===== src/include/tbdb_pkg.sv =====
package tbdb_pkg;

    // ****************************************************************
    // Clock and blink timing
    // ****************************************************************
    localparam int unsigned CLK_HZ = 10_000_000;
    localparam int unsigned FAST_HALF_MS = 50;
    localparam int unsigned SLOW_HALF_MS = 250;
    localparam int unsigned PAUSE_MS = 1000;
    localparam int unsigned GAP_MS = 2000;
    localparam int unsigned FAST_HALF_CYC = CLK_HZ / 1000 * FAST_HALF_MS;
    localparam int unsigned SLOW_HALF_CYC = CLK_HZ / 1000 * SLOW_HALF_MS;
    localparam int unsigned PAUSE_CYC = CLK_HZ / 1000 * PAUSE_MS;
    localparam int unsigned GAP_CYC = CLK_HZ / 1000 * GAP_MS;
    localparam int unsigned TIMER_W = 26;
    localparam int unsigned CNT_W = 5;
    localparam logic [CNT_W-1:0] PREAMBLE_PULSES = 5'h08;

    // ****************************************************************
    // Register map
    // ****************************************************************
    localparam logic [7:0] STATUS_OFS = 8'h00;
    localparam logic [7:0] FAULT_OFS = 8'h04;
    localparam logic [7:0] IRQ_STAT_OFS = 8'h08;
    localparam logic [7:0] IRQ_MASK_OFS = 8'h0c;
    localparam logic [7:0] CTRL_OFS = 8'h10;
    localparam logic CTRL_BLINK_EN_RST = 1'h1;
    localparam logic [3:0] IRQ_MASK_RST = 4'h0;

    // Status word bit positions.
    localparam int unsigned ST_FAULT = 0;
    localparam int unsigned ST_TERM_ERR = 1;
    localparam int unsigned ST_PD_LEN = 2;
    localparam int unsigned ST_NO_INPUT = 8;
    localparam int unsigned ST_IN_UPD = 9;
    localparam int unsigned ST_OUT_UPD = 10;
    localparam int unsigned ST_WDOG = 11;
    localparam int unsigned ST_ASYNC = 15;
    localparam logic [15:0] ST_ERR_MASK = 16'h8907;

    // Interrupt event bit positions.
    localparam int unsigned EV_FAULT = 0;
    localparam int unsigned EV_WDOG = 1;
    localparam int unsigned EV_TERM = 2;
    localparam int unsigned EV_ASYNC = 3;

    // Blink codes.
    localparam logic [3:0] CODE_CMD_ERR = 4'h3;
    localparam logic [3:0] CODE_PD_LEN = 4'h7;

    // Pin vector layout before synchronisation.
    localparam int unsigned IN_W = 34;
    localparam int unsigned IX_FB_RUN = 7;
    localparam int unsigned IX_CMD = 8;
    localparam int unsigned IX_STB = 9;
    localparam int unsigned IX_CODE = 10;
    localparam int unsigned IX_SLOT = 14;
    localparam int unsigned IX_PASSIVE = 18;

    typedef enum logic [2:0] {
        BL_IDLE = 3'b000,
        BL_PRE = 3'b001,
        BL_CODE = 3'b010,
        BL_PAUSE = 3'b011,
        BL_ARG = 3'b100,
        BL_GAP = 3'b101
    } tbdb_blink_e;

endpackage : tbdb_pkg


===== src/core/tbdb_blinker.sv =====
`timescale 1ns/1ps
module tbdb_blinker
    import tbdb_pkg::*;
#(
    parameter int unsigned P_FAST_HALF = FAST_HALF_CYC,
    parameter int unsigned P_SLOW_HALF = SLOW_HALF_CYC,
    parameter int unsigned P_PAUSE = PAUSE_CYC,
    parameter int unsigned P_GAP = GAP_CYC
) (
    // Clock and reset
    input wire logic hclk,
    input wire logic hresetn,
    // AHB-Lite slave
    input wire logic hsel,
    input wire logic [31:0] haddr,
    input wire logic [1:0] htrans,
    input wire logic hwrite,
    input wire logic [2:0] hsize,
    input wire logic [31:0] hwdata,
    input wire logic hready,
    output logic [31:0] hrdata,
    output logic hreadyout,
    output logic hresp,
    // Terminal bus monitor pins
    input wire logic term_state_err,
    input wire logic pd_len_err,
    input wire logic no_valid_inputs,
    input wire logic in_update_busy,
    input wire logic out_update_busy,
    input wire logic watchdog_err,
    input wire logic bus_async,
    input wire logic fieldbus_running,
    input wire logic cmd_err,
    input wire logic fault_strobe,
    input wire logic [3:0] fault_code,
    input wire logic [3:0] fault_slot,
    input wire logic [15:0] passive_map,
    // Indicators and interrupt
    output logic red_led,
    output logic green_led,
    output logic irq
);

    // ****************************************************************
    // State
    // ****************************************************************
    typedef struct packed {
        logic [IN_W-1:0] s1;
        logic [IN_W-1:0] s2;
        logic stb_prev;
        logic cmd_prev;
        logic pdl_prev;
        logic [15:0] status;
        logic fault;
        logic [3:0] code;
        logic [4:0] arg;
        tbdb_blink_e state;
        logic [CNT_W-1:0] cnt;
        logic [TIMER_W-1:0] timer;
        logic red;
        logic green;
        logic [3:0] irq_stat;
        logic [3:0] irq_mask;
        logic blink_en;
        logic irq;
        logic a_valid;
        logic a_write;
        logic [7:0] a_addr;
        logic [31:0] hrdata;
        logic hready;
        logic [1:0] warm;
    } tbdb_state_s;
    localparam logic [TIMER_W-1:0] T_FAST = TIMER_W'(P_FAST_HALF - 1);
    localparam logic [TIMER_W-1:0] T_SLOW = TIMER_W'(P_SLOW_HALF - 1);
    localparam logic [TIMER_W-1:0] T_PAUSE = TIMER_W'(P_PAUSE - 1);
    localparam logic [TIMER_W-1:0] T_GAP = TIMER_W'(P_GAP - 1);
    tbdb_state_s q;
    tbdb_state_s d;
    logic [IN_W-1:0] pins;
    // Counts the active terminals that stand in front of the faulty slot.
    function automatic logic [4:0] active_before(input logic [15:0] map,
                                                 input logic [3:0] slot);
        logic [4:0] c;
        c = 5'h00;
        for (int i = 0; i < 16; i++) begin
            if (i < int'(slot) && !map[i]) begin
                c = c + 5'h01;
            end
        end
        return c;
    endfunction : active_before
    assign pins = {passive_map, fault_slot, fault_code, fault_strobe, cmd_err,
                   fieldbus_running, bus_async, watchdog_err, out_update_busy,
                   in_update_busy, no_valid_inputs, pd_len_err, term_state_err};
    // ****************************************************************
    // Next state
    // ****************************************************************
    always_comb begin
        logic s_term;
        logic s_pdl;
        logic s_noin;
        logic s_inu;
        logic s_outu;
        logic s_wdog;
        logic s_async;
        logic new_fault;
        logic expired;
        logic addr_ok;
        logic [3:0] ev;
        logic [3:0] clr;
        logic [15:0] st;
        d = q;
        s_term = q.s2[0];
        s_pdl = q.s2[1];
        s_noin = q.s2[2];
        s_inu = q.s2[3];
        s_outu = q.s2[4];
        s_wdog = q.s2[5];
        s_async = q.s2[6];
        new_fault = 1'b0;
        ev = 4'h0;
        clr = 4'h0;
        expired = (q.timer == '0);
        addr_ok = 1'b0;
        st = 16'h0000;
        // Two flops before any logic looks at a pin.
        d.s1 = pins;
        d.s2 = q.s1;
        d.stb_prev = q.s2[IX_STB];
        d.cmd_prev = q.s2[IX_CMD];
        d.pdl_prev = s_pdl;
        if (q.warm != 2'h3) begin
            d.warm = q.warm + 2'h1;
        end
        // Only the first fault is kept, so the report names the root cause.
        if (!q.fault) begin
            if (q.s2[IX_CMD] && !q.cmd_prev) begin
                new_fault = 1'b1;
                d.code = CODE_CMD_ERR;
                d.arg = 5'h00;
            end else if (s_pdl && !q.pdl_prev) begin
                new_fault = 1'b1;
                d.code = CODE_PD_LEN;
                d.arg = 5'h00;
            end else if (q.s2[IX_STB] && !q.stb_prev
                         && q.s2[IX_CODE +: 4] != 4'h0) begin
                new_fault = 1'b1;
                d.code = q.s2[IX_CODE +: 4];
                d.arg = active_before(q.s2[IX_PASSIVE +: 16], q.s2[IX_SLOT +: 4]);
            end
        end
        d.fault = q.fault | new_fault;
        st[ST_FAULT] = d.fault;
        st[ST_TERM_ERR] = s_term;
        st[ST_PD_LEN] = s_pdl;
        st[ST_NO_INPUT] = s_noin;
        st[ST_IN_UPD] = s_inu;
        st[ST_OUT_UPD] = s_outu;
        st[ST_WDOG] = s_wdog;
        st[ST_ASYNC] = s_async;
        d.status = st;

        d.green = q.s2[IX_FB_RUN] && ((st & ST_ERR_MASK) == 16'h0000);

        // ************************************************************
        // Blink sequencer
        // ************************************************************
        if (!expired) begin
            d.timer = q.timer - 1'b1;
        end
        case (q.state)
            BL_IDLE: begin
                d.red = 1'b0;
                if (q.fault && q.blink_en) begin
                    d.state = BL_PRE;
                    d.red = 1'b1;
                    d.cnt = '0;
                    d.timer = T_FAST;
                end
            end
            BL_PRE: begin
                if (expired) begin
                    if (q.red) begin
                        d.red = 1'b0;
                        d.cnt = q.cnt + 1'b1;
                        d.timer = T_FAST;
                    end else if (q.cnt == PREAMBLE_PULSES) begin
                        d.state = BL_CODE;
                        d.red = 1'b1;
                        d.cnt = '0;
                        d.timer = T_SLOW;
                    end else begin
                        d.red = 1'b1;
                        d.timer = T_FAST;
                    end
                end
            end
            BL_CODE: begin
                if (expired) begin
                    if (q.red) begin
                        d.red = 1'b0;
                        d.cnt = q.cnt + 1'b1;
                        d.timer = T_SLOW;
                    end else if (q.cnt == CNT_W'(q.code)) begin
                        d.state = BL_PAUSE;
                        d.timer = T_PAUSE;
                    end else begin
                        d.red = 1'b1;
                        d.timer = T_SLOW;
                    end
                end
            end
            BL_PAUSE: begin
                d.red = 1'b0;
                if (expired) begin
                    d.cnt = '0;
                    if (q.arg == 5'h00) begin
                        d.state = BL_GAP;
                        d.timer = T_GAP;
                    end else begin
                        d.state = BL_ARG;
                        d.red = 1'b1;
                        d.timer = T_SLOW;
                    end
                end
            end
            BL_ARG: begin
                if (expired) begin
                    if (q.red) begin
                        d.red = 1'b0;
                        d.cnt = q.cnt + 1'b1;
                        d.timer = T_SLOW;
                    end else if (q.cnt == q.arg) begin
                        d.state = BL_GAP;
                        d.timer = T_GAP;
                    end else begin
                        d.red = 1'b1;
                        d.timer = T_SLOW;
                    end
                end
            end
            BL_GAP: begin
                d.red = 1'b0;
                if (expired) begin
                    d.state = BL_IDLE;
                end
            end
            default: begin
                d.state = BL_IDLE;
                d.red = 1'b0;
            end
        endcase
        if (!q.fault) begin
            d.red = 1'b0;
            d.state = BL_IDLE;
        end

        // ************************************************************
        // Bus slave and interrupts
        // ************************************************************
        d.hready = 1'b1;
        d.a_valid = hsel && hready && htrans[1];
        d.a_write = hwrite;
        d.a_addr = haddr[7:0];
        if (hsel && hready && htrans[1] && !hwrite) begin
            addr_ok = (haddr[31:8] == 24'h000000);
            d.hrdata = 32'h00000000;
            if (addr_ok) begin
                case (haddr[7:0])
                    STATUS_OFS: d.hrdata = {16'h0000, q.status};
                    FAULT_OFS: d.hrdata = {19'h00000, q.arg, q.code, 3'h0, q.fault};
                    IRQ_STAT_OFS: d.hrdata = {28'h0000000, q.irq_stat};
                    IRQ_MASK_OFS: d.hrdata = {28'h0000000, q.irq_mask};
                    CTRL_OFS: d.hrdata = {31'h00000000, q.blink_en};
                    default: d.hrdata = 32'h00000000;
                endcase
            end
        end
        if (q.a_valid && q.a_write) begin
            case (q.a_addr)
                IRQ_STAT_OFS: clr = hwdata[3:0];
                IRQ_MASK_OFS: d.irq_mask = hwdata[3:0];
                CTRL_OFS: d.blink_en = hwdata[0];
                default: begin
                end
            endcase
        end
        ev[EV_FAULT] = new_fault;
        ev[EV_WDOG] = s_wdog && !q.status[ST_WDOG];
        ev[EV_TERM] = s_term && !q.status[ST_TERM_ERR];
        ev[EV_ASYNC] = s_async && !q.status[ST_ASYNC];
        // A set in the clearing cycle wins, so no event is lost.
        d.irq_stat = (q.irq_stat & ~clr) | ev;
        d.irq = |(d.irq_stat & d.irq_mask);
    end

    always_ff @(posedge hclk or negedge hresetn) begin
        if (!hresetn) begin
            q <= '0;
            q.state <= BL_IDLE;
            q.blink_en <= CTRL_BLINK_EN_RST;
            q.irq_mask <= IRQ_MASK_RST;
            q.hready <= 1'b1;
        end else begin
            q <= d;
        end
    end

    assign hrdata = q.hrdata;
    assign hreadyout = q.hready;
    assign hresp = 1'b0;
    assign red_led = q.red;
    assign green_led = q.green;
    assign irq = q.irq;

    // ****************************************************************
    // Checks
    // ****************************************************************
    red_dark_a: assert property (
        @(posedge hclk) disable iff (!hresetn) !q.fault |-> ##1 !red_led)
        else $error("red indicator lit without a fault");
    flash_start_a: assert property (
        @(posedge hclk) disable iff (!hresetn)
        (q.fault && q.blink_en && q.state == BL_IDLE) |=> (q.state == BL_PRE && red_led))
        else $error("blink sequence did not start on a fault");
    fault_hold_a: assert property (
        @(posedge hclk) disable iff (!hresetn) q.fault |=> q.fault [*8])
        else $error("latched fault cleared without reset");
    cmd_code_a: assert property (
        @(posedge hclk) disable iff (!hresetn)
        (!q.fault && q.s2[IX_CMD] && !q.cmd_prev) |=> (q.code == 4'h3 && q.arg == 5'h00))
        else $error("command error not reported as code three");
    wdog_bit_a: assert property (
        @(posedge hclk) disable iff (!hresetn)
        (q.warm == 2'h3) |-> (q.status[11] == $past(watchdog_err, 3)))
        else $error("watchdog status bit does not follow the pin");
    async_bit_a: assert property (
        @(posedge hclk) disable iff (!hresetn)
        (q.warm == 2'h3) |-> (q.status[15] == $past(bus_async, 3)))
        else $error("async status bit does not follow the pin");
    status_nonzero_a: assert property (
        @(posedge hclk) disable iff (!hresetn) q.fault |=> (q.status != 16'h0000))
        else $error("status reads zero while a fault is latched");
    green_clean_a: assert property (
        @(posedge hclk) disable iff (!hresetn)
        green_led |-> (!q.fault && $past(q.s2[IX_FB_RUN])))
        else $error("green lit during a fault or without fieldbus");
    seq_order_a: assert property (
        @(posedge hclk) disable iff (!hresetn)
        $rose(q.state == BL_ARG) |-> ($past(q.state) == BL_PAUSE && $past(q.arg) != 5'h00))
        else $error("argument group not preceded by the pause");
    code_count_a: assert property (
        @(posedge hclk) disable iff (!hresetn)
        (q.state == BL_CODE) ##1 (q.state == BL_PAUSE) |-> ($past(q.cnt) == CNT_W'(q.code)))
        else $error("code group pulse count differs from the code");
    irq_level_a: assert property (
        @(posedge hclk) disable iff (!hresetn)
        (q.irq_stat & q.irq_mask) != 4'h0 |-> irq)
        else $error("interrupt low while an unmasked event is pending");
endmodule : tbdb_blinker


===== config.mk =====
export PLATFORM = sky130hd
export DESIGN_NAME = tbdb_blinker
export DESIGN_NICKNAME = d
export VERILOG_FILES = /design/src/include/tbdb_pkg.sv /design/src/core/tbdb_blinker.sv
export SDC_FILE = /design/constraint.sdc
export NUM_CORES = 1
export LEC_CHECK = 0
export BUFFER_PORTS_ARGS = -buffer_cell sky130_fd_sc_hd__buf_4
export CORE_MARGIN = 3
export CORE_UTILIZATION = 55
export CTS_CLUSTER_SIZE = 14
export DETAILED_ROUTE_END_ITERATION = 7
export PLACE_DENSITY = 0.78
export SKIP_CTS_REPAIR_TIMING = 1
export SYNTH_ARGS = -nofsm -noshare
export SYNTH_HDL_FRONTEND = slang
export SYNTH_SLANG_ARGS = --single-unit
export TNS_END_PERCENT = 10

===== constraint.sdc =====
create_clock -name hclk -period 8.9 [get_ports hclk]
set_input_delay 1.335 -clock hclk [delete_from_list [all_inputs] [get_ports hclk]]
set_output_delay 1.335 -clock hclk [all_outputs]
set_load 0.02 [all_outputs]

==> out/metrics.yaml <==
power_and_ir_drop:
  power_frac_comb: 0.290
  clockPowerShare: 0.342
  switching_share: 0.343
  pwr-share-seq: 0.369
  leakagePower_nw: 4.36
  p_switching_uw: 744
  power_density_nw_per_um2: 217
  internal-power_mw: 1.42
  vdd_ir_drop_max_mv: 0.162
clock_network:
  cts_buffer_depth: 2
  ctsRootBufferMaster: "clkbuf_16"
  clk_pin_slew_ps: 70
  cts_tree: "done"
  clkSinkCount: 155
  cts_made_buffers: 17
  cts_max_level: 4
  clk_latency_ps: 430
layout:
  num_antenna_cells: 0
  nFillCells: 1261
  multi_input_area_sq_um: 4400
  final_nets: 1084
  drive_gt1_frac: 0.184
  regArea_sq_um: 3880
  fin_area_sq_um: 9990
  fin_cells: 1181
  synthToLayoutAreaGrowth_pct: 15.0
  final_util: 0.652
floorplan:
  core_area_sq_um: 15300
  die_w_um: 132
  die_h_um: 132
  io_pins: 145
  die-area_sq_um: 17300
  floorplan.initialDensity: 0.567
  rows: 45
drt:
  antenna_left: 0
  dr_total_vias: 6673
  wl_per_cell_um: 16.4
  drt-total-wl_um: 19400
  dr.pass1.iters: 5
  drc: 0
  drt-initial-drc-count: 656
  vias_per_cell: 5.65
synth:
  ys.flop_type: "dfrtp_1"
  syn_area_sq_um: 8690
  synth_commonest_cells: "154 x dfrtp_1, 86 x nand2_1, 66 x nor2_1, 60 x o21ai_0, 48 x xnor2_1"
  async_reset_ff_frac: 1.00
  synth.most_common_cell: "dfrtp_1"
  synth_edf_count: 0
  synth_warnings: 0
  seq_area_frac_synth: 0.447
  synth_area_leader_cell: "dfrtp_1"
  synthCells: 888
  syn_area_per_cell_sq_um: 9.78
  synth-seq-cells: 155
  synth.area.top_cells: "dfrtp_1 44%, xnor2_1 4.8%, nand2_1 3.7%"
  yosysTopAreaCellShare: 0.444
  ys_types: 90
global_routing:
  grt_pass1_wl_um: 31900
  met3_usage: 0.0452
  grtUsageTotal: 0.225
  met2_usage: 0.367
  gr-total-overflow: 0
  grt_max_degree: 106
  grt_use_met1: 0.303
  grt_pass1_vias: 6540
  grt-busiest-layer: "met2"
  antenna_found_initial: 0
sta:
  post-route-period-util: 0.930
  max_freq_ghz: 0.121
  fin_crit_ps: 8280
  finalHoldViolCount: 0
  rsz0062_at_grt: "false"
  finalSetupTns_ps: 0
  fin_worst_skew_ps: 14.6
  tightest_slew_ps: 998
  slew_headroom: 0.335
  drv_slew: 0
  finalSetupViolCount: 0
setup_path:
  cp_max_fo: 14
  crit_path_end: "q[95]$_DFFE_PN0P_"
  crit_slowest_cell: "dfrtp_2"
  worstReg2RegEnd: "q[95]$_DFFE_PN0P_"
  startpoint: "q[135]$_DFF_PN0_"
  reg2reg_slack_ps: 620
  crit_arrival_ps: 8580
  required_ps: 9200
  crit_top_cell: "ha_1"
  r2r-start: "q[135]$_DFF_PN0_"
  critPathKind: "register to register"
  start_kind: "register"
  reg2reg_depth: 35
  max_stage_delay_ps: 520
  end_kind: "register"
placed_design:
  gp_congestion: 0.884
  placed_area_sq_um: 9330
  place_inst: 1149
  dp_hpwl_um: 13800
  portBuffers: 91
flow_run:
  cap_violations: 0
run_status:
  status: "finished, final reports clean"
hold_path:
  hold_depth: 0
  min_path_type: "register to register"
-- metal layers --
| metal | up-vias | wire, um |
|---|---|---|
| li1 | 3234 | - |
| met1 | 3238 | 8790 |
| met2 | 178 | 9470 |
| met3 | 23 | 813 |
| met4 | 0 | 313 |
| met5 | - | 0 |
-- how the worst min path moves through the flow --
stage | start | to | slack, ps
4_1_cts | d[135]$_DFF_PN0_ | q[135]$_DFF_PN0_ | 340
5_1_grt | d[137]$_DFF_PN0_ | q[137]$_DFF_PN0_ | 350
3_5_place_dp | d[128]$_DFF_PN0_ | d[118]$_DFF_PN0_ | 330
6_report | d[135]$_DFF_PN0_ | q[135]$_DFF_PN0_ | 340
2_1_floorplan | d[120]$_DFF_PN0_ | d[102]$_DFF_PN0_ | 330
3_3_place_gp | d[141]$_DFF_PN0_ | q[141]$_DFF_PN0_ | 330
-- through the flow --
step	hold WS [ps]	setup WS, ps	power, mW
after floorplan	331	1200	1.28
after global placement	331	608	1.41
after detailed placement	335	481	1.42
after CTS	342	426	2.17
after global routing	347	35.1	2.30
final	340	621	2.17
-- registers in the layout (all words and copies together), names as in the netlist --
name / cells
q: 96
d: 42
hrdata: 14
green_led: 1
irq: 1
red_led: 1
-- cell usage in the layout (no fill, tap or decap), types with 5 or more instances in the layout --
cell type,instances
nor4_1,19
nor2_1,65
or4_1,6
a31oi_1,14
nand3_1,18
and3_1,10
mux2i_1,5
o211ai_1,7
a21oi_1,42
or2_2,6
or3_1,8
o21ai_0,60
a22o_1,7
inv_1,29
xnor2_1,47
clkinv_8,5
clkbuf_16,17
nor2b_1,13
nand4_1,9
xor2_1,28
ha_1,19
conb_1,20
xnor2_2,6
nor3_1,32
dfrtp_1,151
mux2_2,11
and2_1,7
nand2_1,86
nor3b_1,6
nand2b_1,18
buf_4,92
-- logic make-up (layout without fill, tap and decap cells) --
logic type	Yosys count	count (layout)	synth area share
DFF	155	155	0.447
AOI/OAI and AO/OA	188	188	0.144
muxes	17	17	0.0217
other	2	20	0.000865
buffers and inverters	91	155	0.0579
adders and majority gates	19	19	0.0274
and+or+nand+nor	326	326	0.192
xor gates and xnor gates	90	90	0.110
-- power groups by stage --
stage               clock network (mW)  logic (mW)  registers (mW)
floorplan                            0       0.492           0.790
global placement                     0       0.598           0.808
detailed placement                   0       0.608           0.810
CTS                              0.756       0.615           0.797
global route                     0.789       0.701           0.806
finish                           0.741       0.628           0.799
-- worst max-delay path: cells and delay by family, from the launching register on --
kind                       cells  cell delay (ps)
buffers and inverters          1              100
DFF                            1              520
AOI/OAI and AO/OA             11             2880
and+or+nand+nor                9             1330
xor gates and xnor gates       8             1450
adders and majority gates      6             1870
-- cell type report --
cell class | count | share of cell area
Clock inverter | 15 | 0.0200
Timing Repair Buffer | 93 | 0.0703
Inverter | 30 | 0.0113
Clock buffer | 17 | 0.0426
Multi-Input combinational cell | 660 | 0.440
Tap cell | 211 | 0.0264
Sequential cell | 155 | 0.389
Note: power is estimated with default switching activity, not from simulation.
